[config.mk]
export PLATFORM = sky130hd
export DESIGN_NAME = asbx_core
export DESIGN_NICKNAME = d
export VERILOG_FILES = /design/src/rtl/asbx_alu.v /design/src/rtl/asbx_core.v /design/src/rtl/asbx_filemem.v
export VERILOG_INCLUDE_DIRS = /design/src /design/src/rtl
export SDC_FILE = /design/constraint.sdc
export NUM_CORES = 2
export LEC_CHECK = 0
export BUFFER_PORTS_ARGS = -buffer_cell sky130_fd_sc_hd__buf_2
export CAP_MARGIN = 10
export CORE_ASPECT_RATIO = 1.25
export CORE_MARGIN = 2
export CORE_UTILIZATION = 50
export CTS_CLUSTER_DIAMETER = 50
export CTS_CLUSTER_SIZE = 20
export DETAILED_ROUTE_END_ITERATION = 8
export GPL_TIMING_DRIVEN = 0
export PLACE_DENSITY = 0.73
export SLEW_MARGIN = 20
export SYNTH_ARGS = -nofsm -noshare
export SYNTH_HDL_FRONTEND = slang
export SYNTH_SLANG_ARGS = --single-unit
export TNS_END_PERCENT = 10
[constraint.sdc]
create_clock -name MCLK_IN -period 8.6 [get_ports MCLK_IN]
set_input_delay 0.86 -clock MCLK_IN [delete_from_list [all_inputs] [get_ports MCLK_IN]]
set_output_delay 0.86 -clock MCLK_IN [all_outputs]
set_load 0.02 [all_outputs]
[src/rtl/asbx_defines.vh]
// constants for the add/shift/bit/branch execution block
// Behaviour
// [RL1] add_w_to_file adds W and f, writes W (d=0) or f (d=1), sets C, DC, Z.
// [RL2] add_with_carry_file adds W, f and carry, writes by d, sets C, DC, Z.
// [RL3] arith_shift_right_file keeps bit 7, shifts right, bit 0 to C, sets Z.
// [RL4] bit_clear_file clears bit b (0..7) of f and leaves every flag alone.
// [RL5] test_skip_if_clear skips the next instruction when the bit is zero.
// [RL6] test_skip_if_set skips the next instruction when the bit is one.
// [RL7] relative_branch_op loads PC+1 plus a signed 9-bit offset, two cycles.
// [RL8] a PC change or a true test adds a second cycle run as a no-operation.
// [RL9] Z marks a zero result, C carry out of bit 7, DC carry out of bit 3.
`ifndef ASBX_DEFINES_VH
`define ASBX_DEFINES_VH

// ==========================================================
// register byte offsets
`define ASBX_OFF_CMD    8'h00
`define ASBX_OFF_WREG   8'h04
`define ASBX_OFF_STATUS 8'h08
`define ASBX_OFF_PC     8'h0c
`define ASBX_OFF_FADDR  8'h10
`define ASBX_OFF_FDATA  8'h14

// ==========================================================
// command word fields
`define ASBX_CMD_OP   2:0
`define ASBX_CMD_DEST 3
`define ASBX_CMD_BIT  6:4
`define ASBX_CMD_F    14:8
`define ASBX_CMD_K    24:16
`define ASBX_CMD_W    25

// ==========================================================
// operation codes
`define ASBX_OP_NOP        3'h0
`define ASBX_OP_ADD_W_F    3'h1
`define ASBX_OP_ADD_C_F    3'h2
`define ASBX_OP_ASR_F      3'h3
`define ASBX_OP_BIT_CLEAR  3'h4
`define ASBX_OP_SKIP_CLEAR 3'h5
`define ASBX_OP_SKIP_SET   3'h6
`define ASBX_OP_BRANCH     3'h7

// ==========================================================
// status bits and reset values
`define ASBX_ST_C    0
`define ASBX_ST_DC   1
`define ASBX_ST_Z    2
`define ASBX_ST_BUSY 8
`define ASBX_RST_W    8'h00
`define ASBX_RST_FLAG 1'b0
`define ASBX_RST_CMD  26'h0000000
`define ASBX_RST_FA   7'h00

`endif

[src/rtl/asbx_alu.v]
// arithmetic, shift and bit logic of the execution block
`timescale 1ns/100ps
`include "asbx_defines.vh"
module asbx_alu (
	input  wire [2:0] op_in,
	input  wire [7:0] w_in,
	input  wire [7:0] f_in,
	input  wire       c_in,
	input  wire [2:0] bit_in,
	output reg  [7:0] res_out,
	output reg        c_out,
	output reg        dc_out,
	output wire       z_out,
	output wire       bit_out
);
	wire       cin;
	wire [4:0] lo;
	wire [8:0] sum;

	assign cin = (op_in == `ASBX_OP_ADD_C_F) ? c_in : 1'b0;
	assign lo  = {1'b0, w_in[3:0]} + {1'b0, f_in[3:0]} + {4'h0, cin};
	assign sum = {1'b0, w_in} + {1'b0, f_in} + {8'h00, cin};
	// [RL9] zero flag
	assign z_out   = (res_out == 8'h00);
	assign bit_out = f_in[bit_in];

	always @* begin
		res_out = f_in;
		c_out   = c_in;
		dc_out  = 1'b0;
		case (op_in)
			// [RL1] [RL2] [RL9] sum with carries
			`ASBX_OP_ADD_W_F, `ASBX_OP_ADD_C_F: begin
				res_out = sum[7:0];
				c_out   = sum[8];
				dc_out  = lo[4];
			end
			// [RL3] sign kept, bit 0 out
			`ASBX_OP_ASR_F: begin
				res_out = {f_in[7], f_in[7:1]};
				c_out   = f_in[0];
			end
			// [RL4] one bit cleared
			`ASBX_OP_BIT_CLEAR: begin
				res_out = f_in & ~(8'h01 << bit_in);
			end
			default: begin
				res_out = f_in;
			end
		endcase
	end
endmodule // asbx_alu

[src/rtl/asbx_core.v]
// execution datapath with apb register access
//
// The placing of the registers and the APB slave port were chosen for this implementation.
`timescale 1ns/100ps
`include "asbx_defines.vh"
module asbx_core #(
	parameter PCW = 15,
	parameter FAW = 7
) (
	input  wire           MCLK_IN,
	input  wire           NRST_IN,
	input  wire           PSEL_IN,
	input  wire           PENABLE_IN,
	input  wire           PWRITE_IN,
	input  wire [7:0]     PADDR_IN,
	input  wire [31:0]    PWDATA_IN,
	output reg  [31:0]    PRDATA_OUT,
	output wire           PREADY_OUT,
	output wire           PSLVERR_OUT,
	output wire [PCW-1:0] PC_OUT,
	output wire           FLUSH_OUT,
	output wire           BUSY_OUT
);
	localparam ST_IDLE  = 4'b0001;
	localparam ST_READ  = 4'b0010;
	localparam ST_EXEC  = 4'b0100;
	localparam ST_FLUSH = 4'b1000;

	reg  [3:0]     state_reg;
	reg  [3:0]     state_next;
	reg  [25:0]    cmd_reg;
	reg  [7:0]     w_reg;
	reg            c_reg;
	reg            dc_reg;
	reg            z_reg;
	reg  [PCW-1:0] pc_reg;
	reg  [PCW-1:0] pc_next;
	reg  [FAW-1:0] faddr_reg;
	reg            acc_wait_reg;
	reg  [31:0]    rd_mux;
	reg            hit;

	wire [7:0]     f_data;
	wire [7:0]     alu_res;
	wire           alu_c;
	wire           alu_dc;
	wire           alu_z;
	wire           alu_bit;
	wire [2:0]     op;
	wire           busy;
	wire           wr_go;
	wire           rd_go;
	wire           exec;
	wire           to_file;
	wire           to_w;
	wire           upd_cz;
	wire           upd_dc;
	wire           skip;
	wire           two_cyc;
	wire           mem_we;
	wire [FAW-1:0] mem_wa;
	wire [FAW-1:0] mem_ra;
	wire [7:0]     mem_wd;
	wire [PCW-1:0] pc_inc;
	wire [PCW-1:0] k_ext;

	// ==========================================================
	// apb slave
	assign busy  = ~state_reg[0];
	assign op    = cmd_reg[`ASBX_CMD_OP];
	// one wait state: read data settle, and no access while busy
	assign PREADY_OUT  = PSEL_IN & PENABLE_IN & acc_wait_reg;
	assign PSLVERR_OUT = PREADY_OUT & ~hit;
	assign wr_go = PREADY_OUT & PWRITE_IN & hit;
	assign rd_go = PSEL_IN & PENABLE_IN & ~acc_wait_reg & ~PWRITE_IN;

	always @* begin
		hit    = 1'b1;
		rd_mux = 32'h00000000;
		if (PADDR_IN == `ASBX_OFF_CMD) begin
			rd_mux[25:0] = cmd_reg;
		end else if (PADDR_IN == `ASBX_OFF_WREG) begin
			rd_mux[7:0] = w_reg;
		end else if (PADDR_IN == `ASBX_OFF_STATUS) begin
			rd_mux[`ASBX_ST_C]    = c_reg;
			rd_mux[`ASBX_ST_DC]   = dc_reg;
			rd_mux[`ASBX_ST_Z]    = z_reg;
			rd_mux[`ASBX_ST_BUSY] = busy;
		end else if (PADDR_IN == `ASBX_OFF_PC) begin
			rd_mux[PCW-1:0] = pc_reg;
		end else if (PADDR_IN == `ASBX_OFF_FADDR) begin
			rd_mux[FAW-1:0] = faddr_reg;
		end else if (PADDR_IN == `ASBX_OFF_FDATA) begin
			rd_mux[7:0] = f_data;
		end else begin
			hit = 1'b0;
		end
	end

	always @(posedge MCLK_IN or negedge NRST_IN) begin
		if (!NRST_IN) begin
			acc_wait_reg <= 1'b0;
			PRDATA_OUT   <= 32'h00000000;
		end else begin
			acc_wait_reg <= PSEL_IN & PENABLE_IN & ~acc_wait_reg & ~busy;
			if (rd_go) begin
				PRDATA_OUT <= rd_mux;
			end
		end
	end

	// ==========================================================
	// file memory and alu
	assign to_file = exec & ((op == `ASBX_OP_BIT_CLEAR) |
		(cmd_reg[`ASBX_CMD_DEST] & ((op == `ASBX_OP_ADD_W_F) |
		(op == `ASBX_OP_ADD_C_F) | (op == `ASBX_OP_ASR_F))));
	assign to_w = exec & ~cmd_reg[`ASBX_CMD_DEST] &
		((op == `ASBX_OP_ADD_W_F) | (op == `ASBX_OP_ADD_C_F) |
		(op == `ASBX_OP_ASR_F));
	assign mem_we = to_file |
		(wr_go & (PADDR_IN == `ASBX_OFF_FDATA));
	assign mem_wa = busy ? cmd_reg[`ASBX_CMD_F] : faddr_reg;
	assign mem_wd = busy ? alu_res : PWDATA_IN[7:0];
	// operand fetch only in the read cycle, bus address otherwise
	assign mem_ra = state_reg[1] ? cmd_reg[`ASBX_CMD_F] : faddr_reg;

	asbx_filemem #(
		.AW (FAW),
		.DW (8)
	) u_mem (
		.clk_in    (MCLK_IN),
		.rst_n_in  (NRST_IN),
		.we_in     (mem_we),
		.waddr_in  (mem_wa),
		.wdata_in  (mem_wd),
		.raddr_in  (mem_ra),
		.rdata_out (f_data)
	);

	asbx_alu u_alu (
		.op_in   (op),
		.w_in    (w_reg),
		.f_in    (f_data),
		.c_in    (c_reg),
		.bit_in  (cmd_reg[`ASBX_CMD_BIT]),
		.res_out (alu_res),
		.c_out   (alu_c),
		.dc_out  (alu_dc),
		.z_out   (alu_z),
		.bit_out (alu_bit)
	);

	// ==========================================================
	// sequencing and program counter
	assign exec   = state_reg[2];
	// [RL1] [RL2] [RL9] add ops touch all flags
	assign upd_dc = (op == `ASBX_OP_ADD_W_F) | (op == `ASBX_OP_ADD_C_F);
	// [RL3] shift updates C and Z only
	assign upd_cz = upd_dc | (op == `ASBX_OP_ASR_F);
	// [RL5] [RL6] skip decision
	assign skip = ((op == `ASBX_OP_SKIP_CLEAR) & ~alu_bit) |
		((op == `ASBX_OP_SKIP_SET) & alu_bit);
	// [RL8] second cycle on pc change or true test
	assign two_cyc = skip | (op == `ASBX_OP_BRANCH);
	assign pc_inc = pc_reg + {{(PCW-1){1'b0}}, 1'b1};
	assign k_ext = {{(PCW-9){cmd_reg[24]}}, cmd_reg[`ASBX_CMD_K]};

	always @* begin
		pc_next = pc_inc;
		if (op == `ASBX_OP_BRANCH) begin
			// [RL7] incremented pc plus signed offset
			pc_next = pc_inc + k_ext;
		end else if (skip) begin
			// [RL5] [RL6] discarded next instruction
			pc_next = pc_inc + {{(PCW-1){1'b0}}, 1'b1};
		end
	end

	always @* begin
		state_next = state_reg;
		case (state_reg)
			ST_IDLE: begin
				if (wr_go & (PADDR_IN == `ASBX_OFF_CMD)) begin
					state_next = ST_READ;
				end
			end
			ST_READ: begin
				state_next = ST_EXEC;
			end
			ST_EXEC: begin
				// [RL8] extra no-operation cycle
				state_next = two_cyc ? ST_FLUSH : ST_IDLE;
			end
			ST_FLUSH: begin
				state_next = ST_IDLE;
			end
			default: begin
				state_next = ST_IDLE;
			end
		endcase
	end

	always @(posedge MCLK_IN or negedge NRST_IN) begin
		if (!NRST_IN) begin
			state_reg <= ST_IDLE;
			cmd_reg   <= `ASBX_RST_CMD;
			w_reg     <= `ASBX_RST_W;
			c_reg     <= `ASBX_RST_FLAG;
			dc_reg    <= `ASBX_RST_FLAG;
			z_reg     <= `ASBX_RST_FLAG;
			pc_reg    <= {PCW{1'b0}};
			faddr_reg <= `ASBX_RST_FA;
		end else begin
			state_reg <= state_next;
			if (wr_go) begin
				if (PADDR_IN == `ASBX_OFF_CMD) begin
					cmd_reg <= PWDATA_IN[`ASBX_CMD_W:0];
				end else if (PADDR_IN == `ASBX_OFF_WREG) begin
					w_reg <= PWDATA_IN[7:0];
				end else if (PADDR_IN == `ASBX_OFF_STATUS) begin
					c_reg  <= PWDATA_IN[`ASBX_ST_C];
					dc_reg <= PWDATA_IN[`ASBX_ST_DC];
					z_reg  <= PWDATA_IN[`ASBX_ST_Z];
				end else if (PADDR_IN == `ASBX_OFF_PC) begin
					pc_reg <= PWDATA_IN[PCW-1:0];
				end else if (PADDR_IN == `ASBX_OFF_FADDR) begin
					faddr_reg <= PWDATA_IN[FAW-1:0];
				end
			end
			if (exec) begin
				pc_reg <= pc_next;
				// [RL1] [RL2] [RL3] result to W when d is 0
				if (to_w) begin
					w_reg <= alu_res;
				end
				// [RL9] flag update; bit ops and skips leave flags
				if (upd_cz) begin
					c_reg <= alu_c;
					z_reg <= alu_z;
				end
				if (upd_dc) begin
					dc_reg <= alu_dc;
				end
			end
		end
	end

	assign PC_OUT    = pc_reg;
	assign FLUSH_OUT = state_reg[3];
	assign BUSY_OUT  = busy;
endmodule // asbx_core

[src/rtl/asbx_filemem.v]
// file register memory with registered read data
`timescale 1ns/100ps
module asbx_filemem #(
	parameter AW = 7,
	parameter DW = 8
) (
	input  wire          clk_in,
	input  wire          rst_n_in,
	input  wire          we_in,
	input  wire [AW-1:0] waddr_in,
	input  wire [DW-1:0] wdata_in,
	input  wire [AW-1:0] raddr_in,
	output reg  [DW-1:0] rdata_out
);
	reg [DW-1:0] mem [0:(1<<AW)-1];

	always @(posedge clk_in) begin
		if (we_in) begin
			mem[waddr_in] <= wdata_in;
		end
	end

	// read data one edge after the address; a write to the same
	// word in that edge is passed through so no stale value shows
	always @(posedge clk_in or negedge rst_n_in) begin
		if (!rst_n_in) begin
			rdata_out <= {DW{1'b0}};
		end else if (we_in && (waddr_in == raddr_in)) begin
			rdata_out <= wdata_in;
		end else begin
			rdata_out <= mem[raddr_in];
		end
	end
endmodule // asbx_filemem

Word-level counts from Yosys, hierarchy flattened
Memory sizes are Yosys's and may differ from the RTL's. A register that Yosys moved wholly into a read port is not among the register bits.
Cells that the tools add are included.
- muxes and demuxes: 64
- equality and inequality tests: 20
- add/subtract/negate cells: 7
- divide/modulo/power cells: 0
- shift operators: 1
- reductions and logical operators: 9
- bitwise logic cells: 34
- magnitude comparators: 1
- $mul: 0
- operators with widths (kind ; count):
    $mux W15 ; 9
    $mux W8 ; 9
    $mux W7 ; 5
    $mux W1 ; 31
    $add A15 B1 Y15 const B ; 2
    $pmux W8 S3 ; 1
    $and A1 B1 Y1 ; 16
    $eq A8 B4 Y1 const B ; 2
    $eq A8 B5 Y1 const B ; 2
    $logic_not A8 Y1 ; 2
    $add A15 B15 Y15 ; 1
    $eq A3 B3 Y1 const B ; 4
    $pmux W4 S3 ; 1
    $mux W11 ; 1
    $not A1 Y1 ; 10
    $add A8 B8 Y9 ; 1
    $add A9 B1 Y9 ; 1
    $and A8 B8 Y8 ; 1
    $eq A8 B3 Y1 const B ; 1
    $mux W4 ; 2
    $ne A2 B2 Y1 const B ; 4
    $not A8 Y8 ; 1
    $shl A1 B3 Y8 const A ; 1
    $eq A3 B2 Y1 const B ; 2
    20 further kinds ; 26
- RAM bits: 1024
- memories kept: 1
- logic and storage cells: 147
- input bits: 45
- output and inout port bits: 51
- ROM bits: 0
- latch bits: 0
- flip-flop bits (word level): 90
- memory list (memory ; depth ; width ; read ports ; clocked after Yosys merged registers in ; wr ports ; RTL line ; text):
    u_mem.mem ; 128 ; 8 ; 1 ; 1 ; 1 ; asbx_filemem.v:15 ; reg [DW-1:0] mem [0:(1<<AW)-1];

Longest topological paths before layout
- depth in word-level cells: 12
- depth in mapped cells: 14
- gate-level depth less buffers: 14

By module
A second synthesis with hierarchy kept.
- cell total of the unflattened synthesis: 2823
- area, all modules: 47921.0 µm²
- by module, submodules not included (module ; cells an instance ; area an instance (µm²) ; instances):
    asbx_filemem ; 2067 ; 41014.3 ; 1
    asbx_core ; 629 ; 6037.0 ; 1
    asbx_alu ; 127 ; 869.6 ; 1

Worst setup path before layout
Ideal clock, no wire load.
- path type: flip-flop to flip-flop
- start point: register cmd_reg[2]
- end point: memory u_mem.mem[0][4] (data pin)
- required time: 7.702 ns
- clock period less this slack: 6.795 ns
- library setup time: 0.898 ns
- arrival time: 5.897 ns
- slack: 1.805 ns
- stages on the path, launching flop included: 13
- cells stage by stage: dfrtp_1 > clkbuf_1 > clkbuf_1 > nor2_1 > nand3_1 > fa_1 > fa_1 > nor2b_1 > o21ai_0 > and2_1 > xnor2_1 > a221oi_1 > a21oi_1
- word-level cells in the longest chain between the ends: 5
- elaborated cells on any way between the ends: 9
- those cells by class: add/sub (1); eq/ne (4); mux (3); reduce/logical (1)
- ends and longest elaborated chain (item ; RTL line ; text):
    start: declaration ; asbx_core.v:31 ; reg [25:0] cmd_reg;
    start signal: assignment ; asbx_core.v:206 ; cmd_reg <= `ASBX_RST_CMD;
    start signal: assignment ; asbx_core.v:217 ; cmd_reg <= PWDATA_IN[`ASBX_CMD_W:0];
    $eq A3 B2 Y1 ; asbx_alu.v:31 ; case (op_in)
    $mux W1 ; asbx_alu.v:20 ; assign cin = (op_in == `ASBX_OP_ADD_C_F) ? c_in : 1'b0;
    $add A9 B1 Y9 ; asbx_alu.v:22 ; assign sum = {1'b0, w_in} + {1'b0, f_in} + {8'h00, cin};
    $pmux W8 S3 (*) ; asbx_alu.v:31 ;
    $mux W8 (*) ; asbx_core.v:123 ; assign mem_wd = busy ? alu_res : PWDATA_IN[7:0];
    net mem_wd[4] ; asbx_core.v:63 ; wire [7:0] mem_wd;
    end: declaration ; asbx_filemem.v:15 ;
The timed path passes the listed nets; every way through them passes the cells marked *.

Worst setup path after layout
- start point: register faddr_reg[2]
- end point: register u_mem.rdata_out[4], read port of u_mem.mem
- word-level cells in the longest chain between the ends: 1
- ends and longest elaborated chain (item ; RTL line ; text):
    start: declaration ; asbx_core.v:38 ; reg [FAW-1:0] faddr_reg;
    start signal: assignment ; asbx_core.v:212 ; faddr_reg <= `ASBX_RST_FA;
    start signal: assignment ; asbx_core.v:227 ; faddr_reg <= PWDATA_IN[FAW-1:0];
    $mux W7 ; asbx_core.v:125 ; assign mem_ra = state_reg[1] ? cmd_reg[`ASBX_CMD_F] : faddr_reg;
    end: declaration ; asbx_filemem.v:13 ; output reg [DW-1:0] rdata_out
No other way between the ends.
A chain may end at the register's enable or synchronous reset.

==> metrics.txt <==
Detailed Route Iter0 Violations roughly 5,200; Least-Margin Pin Slew 1.38 ns; Reg area 33,200 µm²; count of final hold-check violations 0; dpl ws 3.29 ns; share of layout cells above drive strength 1 11.0%; Hold Buf Count CTS 0; row cnt 126; CTS max path bufs 3; Reg clk slew, reported paths 0.08 ns; Root Driver clkbuf_16; detailed-route wire length 157,000 µm; first-pass GRT wire length 221,000 µm; placed cell area 50,400 µm²; Max Clock Skew 0.0387 ns; Final nets 4,114; Initial Utilization 50.5%; pin count of the biggest net entering global routing 97; Post-synth ARST share about 8.7%; Commonest cells post-synth edfxtp_1, nand2_1, nand3_1; status complete, no violations; count leader, synth edfxtp_1; data arrival time of the critical path 6.03 ns; Setup TNS Final 0 ns; setup repair bufs after CTS 0; Top FF cell, synth edfxtp_1; Post-DRT Antenna Nets 0; CTS tree built; sequential area share after synthesis 69.5%; Crit path top cell by count clkbuf_1; Multi-input gate area 13,400 µm²; clk_lat worst skew between 0.7 and 0.8 ns; Post-Synthesis Cell Area 47,800 µm²; fill count about 7,500; vias in the first global route approximately 33,000; Final min period 5.53 ns; syn avg cell area 12.4 µm²; Synth top area share about 64%; Setup CP Type reg -> reg; Mapped Cells 3,838; wire length per cell 29.5 µm; max reg flops 1,024; CP Capture Type register; area grow syn2layout 12.5%; Max FO, Critical Path 10; # DRC 0; CTS H-tree depth 3; total track usage a little under a third; Boundary Pins 96; vias per cell 6.46; P per Cell Area ~200 nW/µm²; Vert. Die Dim 350 µm; Worst Hold Class in -> async; Slew HR under 10%; Netlist cell types 73; CTS resizes 0; period utilization between 60% and 70%; DR vias 34,500; Final HPWL DP 109,000 µm; WP data required 9.10 ns; PnR worst setup slack 3.07 ns; Peak Freq 181 MHz; Reg-to-Reg Start faddr_reg[2]; Die Wd 280 µm; clk sinks 1,122; max cap viols 0; largest cells by area after synthesis edfxtp_1, nand2_1, dfrtp_1; Finish-stage setup viols 0; post-synthesis register bit count 1,122; Leak 19.0 nW; number of synthesized flops with an enable pin approximately 1,000; Synth area leader edfxtp_1; total grt overflow 0; fin area 53,700 µm²; DR pass1 iterations 9; Hold WS 0.102 ns; Buffers on Ports 82; initial antenna violation count 15; Slew Viols, Final 0; core area approximately 95,000 µm²; worst vdd ir around 0.00014 V; GPL Wtd Cong 0.989; CTS buffer count 93; crit-path max cell delay 0.93 ns; Setup crit start faddr_reg[2]; worst path cell trace clkbuf_1, mux2i_1, nor2_1, clkbuf_1, clkbuf_1, a221oi_1, o22ai_1, nor3_1, o221ai_1; yosys warns 0; slowest CP cell clkbuf_1; CP Launch Type register; Total Die Area 98,000 µm²; RSZ-0062 raised after global routing no
==> final timing paths <==
check | cells after the start | slack (ns) | end
setup / recovery | 9 | 3.07 | u_mem.rdata_out[4]
setup reg to reg | 9 | 3.07 | u_mem.rdata_out[4]
min in group MCLK_IN | 2 | 0.40 | cmd_reg[15]
hold / removal | 1 | 0.10 | PC_OUT[11]
hold reg to reg | 2 | 0.47 | PRDATA_OUT[22]
max in group asynchronous | 2 | 7.87 | PRDATA_OUT[1]
==> area by class of cell <==
class	instances	area share, %
Tap cell	1216	2.83
Antenna cell	7	0.0326
Sequential cell	1122	61.8
Buffer	254	2.13
Clock inverter	72	1.69
Inverter	34	0.238
Timing Repair Buffer	105	1.85
Multi-Input combinational cell	2433	25.0
Clock buffer	99	4.41
==> logic make-up (layout without fill, tap and decap cells) <==
| family | after synthesis | count (layout) | share of synthesized area, % |
|---|---|---|---|
| xor+xnor | 48 | 48 | 0.880 |
| buf+inv | 288 | 564 | 2.65 |
| compound gates | 433 | 433 | 6.35 |
| fa+ha+maj | 26 | 26 | 0.728 |
| mux | 187 | 187 | 4.32 |
| other cells | 1 | 13 | 0.00785 |
| flops | 1122 | 1122 | 69.5 |
| simple gates | 1733 | 1733 | 15.6 |
==> cell usage in the layout, fill, tap and decap left out, types with 23 or more instances in the layout <==
cell and count:
mux2_2 39, clkbuf_1 102, nor3_1 23, o21ai_0 55
dfrtp_1 97, ha_1 23, clkbuf_16 94, a32o_1 27
a221oi_1 34, a311oi_1 33, nor2_1 189, edfxtp_1 1024
o22ai_1 27, a31oi_1 105, mux2i_1 128, inv_1 33
a21oi_1 56, nand2_1 983, buf_2 173, nand3_1 389
buf_1 42, xnor2_1 30, and3_1 86
==> power by group <==
group	switching [W]	internal (W)	leakage (nW)
Clock	0.00222	0.00234	1.59
Sequential	0.00000671	0.00595	10.4
Combinational	0.000177	0.0000658	6.97
==> stage by stage <==
stage / util (%) / power [W] / instances
2_1_floorplan: - / 0.00618 / 3843
3_3_place_gp: 52.6 / 0.00630 / 5141
3_5_place_dp: 53.3 / 0.00632 / 5164
4_1_cts: 56.8 / 0.0107 / 5335
5_1_grt: 56.8 / 0.0110 / 5335
6_report: 56.8 / 0.0108 / 5342
==> critical path: cells and delay by family, from the launching register on <==
kind	cells	cell delay, ns
compound gates	3	1.51
buf+inv	3	2.35
flops	1	0.33
mux	1	0.33
simple gates	2	0.80
==> routing by layer <==
metal  global-route usage, %  part of all wire (%)  vias to the layer above
met5                   0.345                 0.084                        -
met4                    22.7                   8.4                       15
met3                    8.62                    13                      639
met2                    50.4                    46                     2615
met1                    37.3                    33                    16706
li1                        -                     -                    14525
Power figures use the tool's default switching activity.
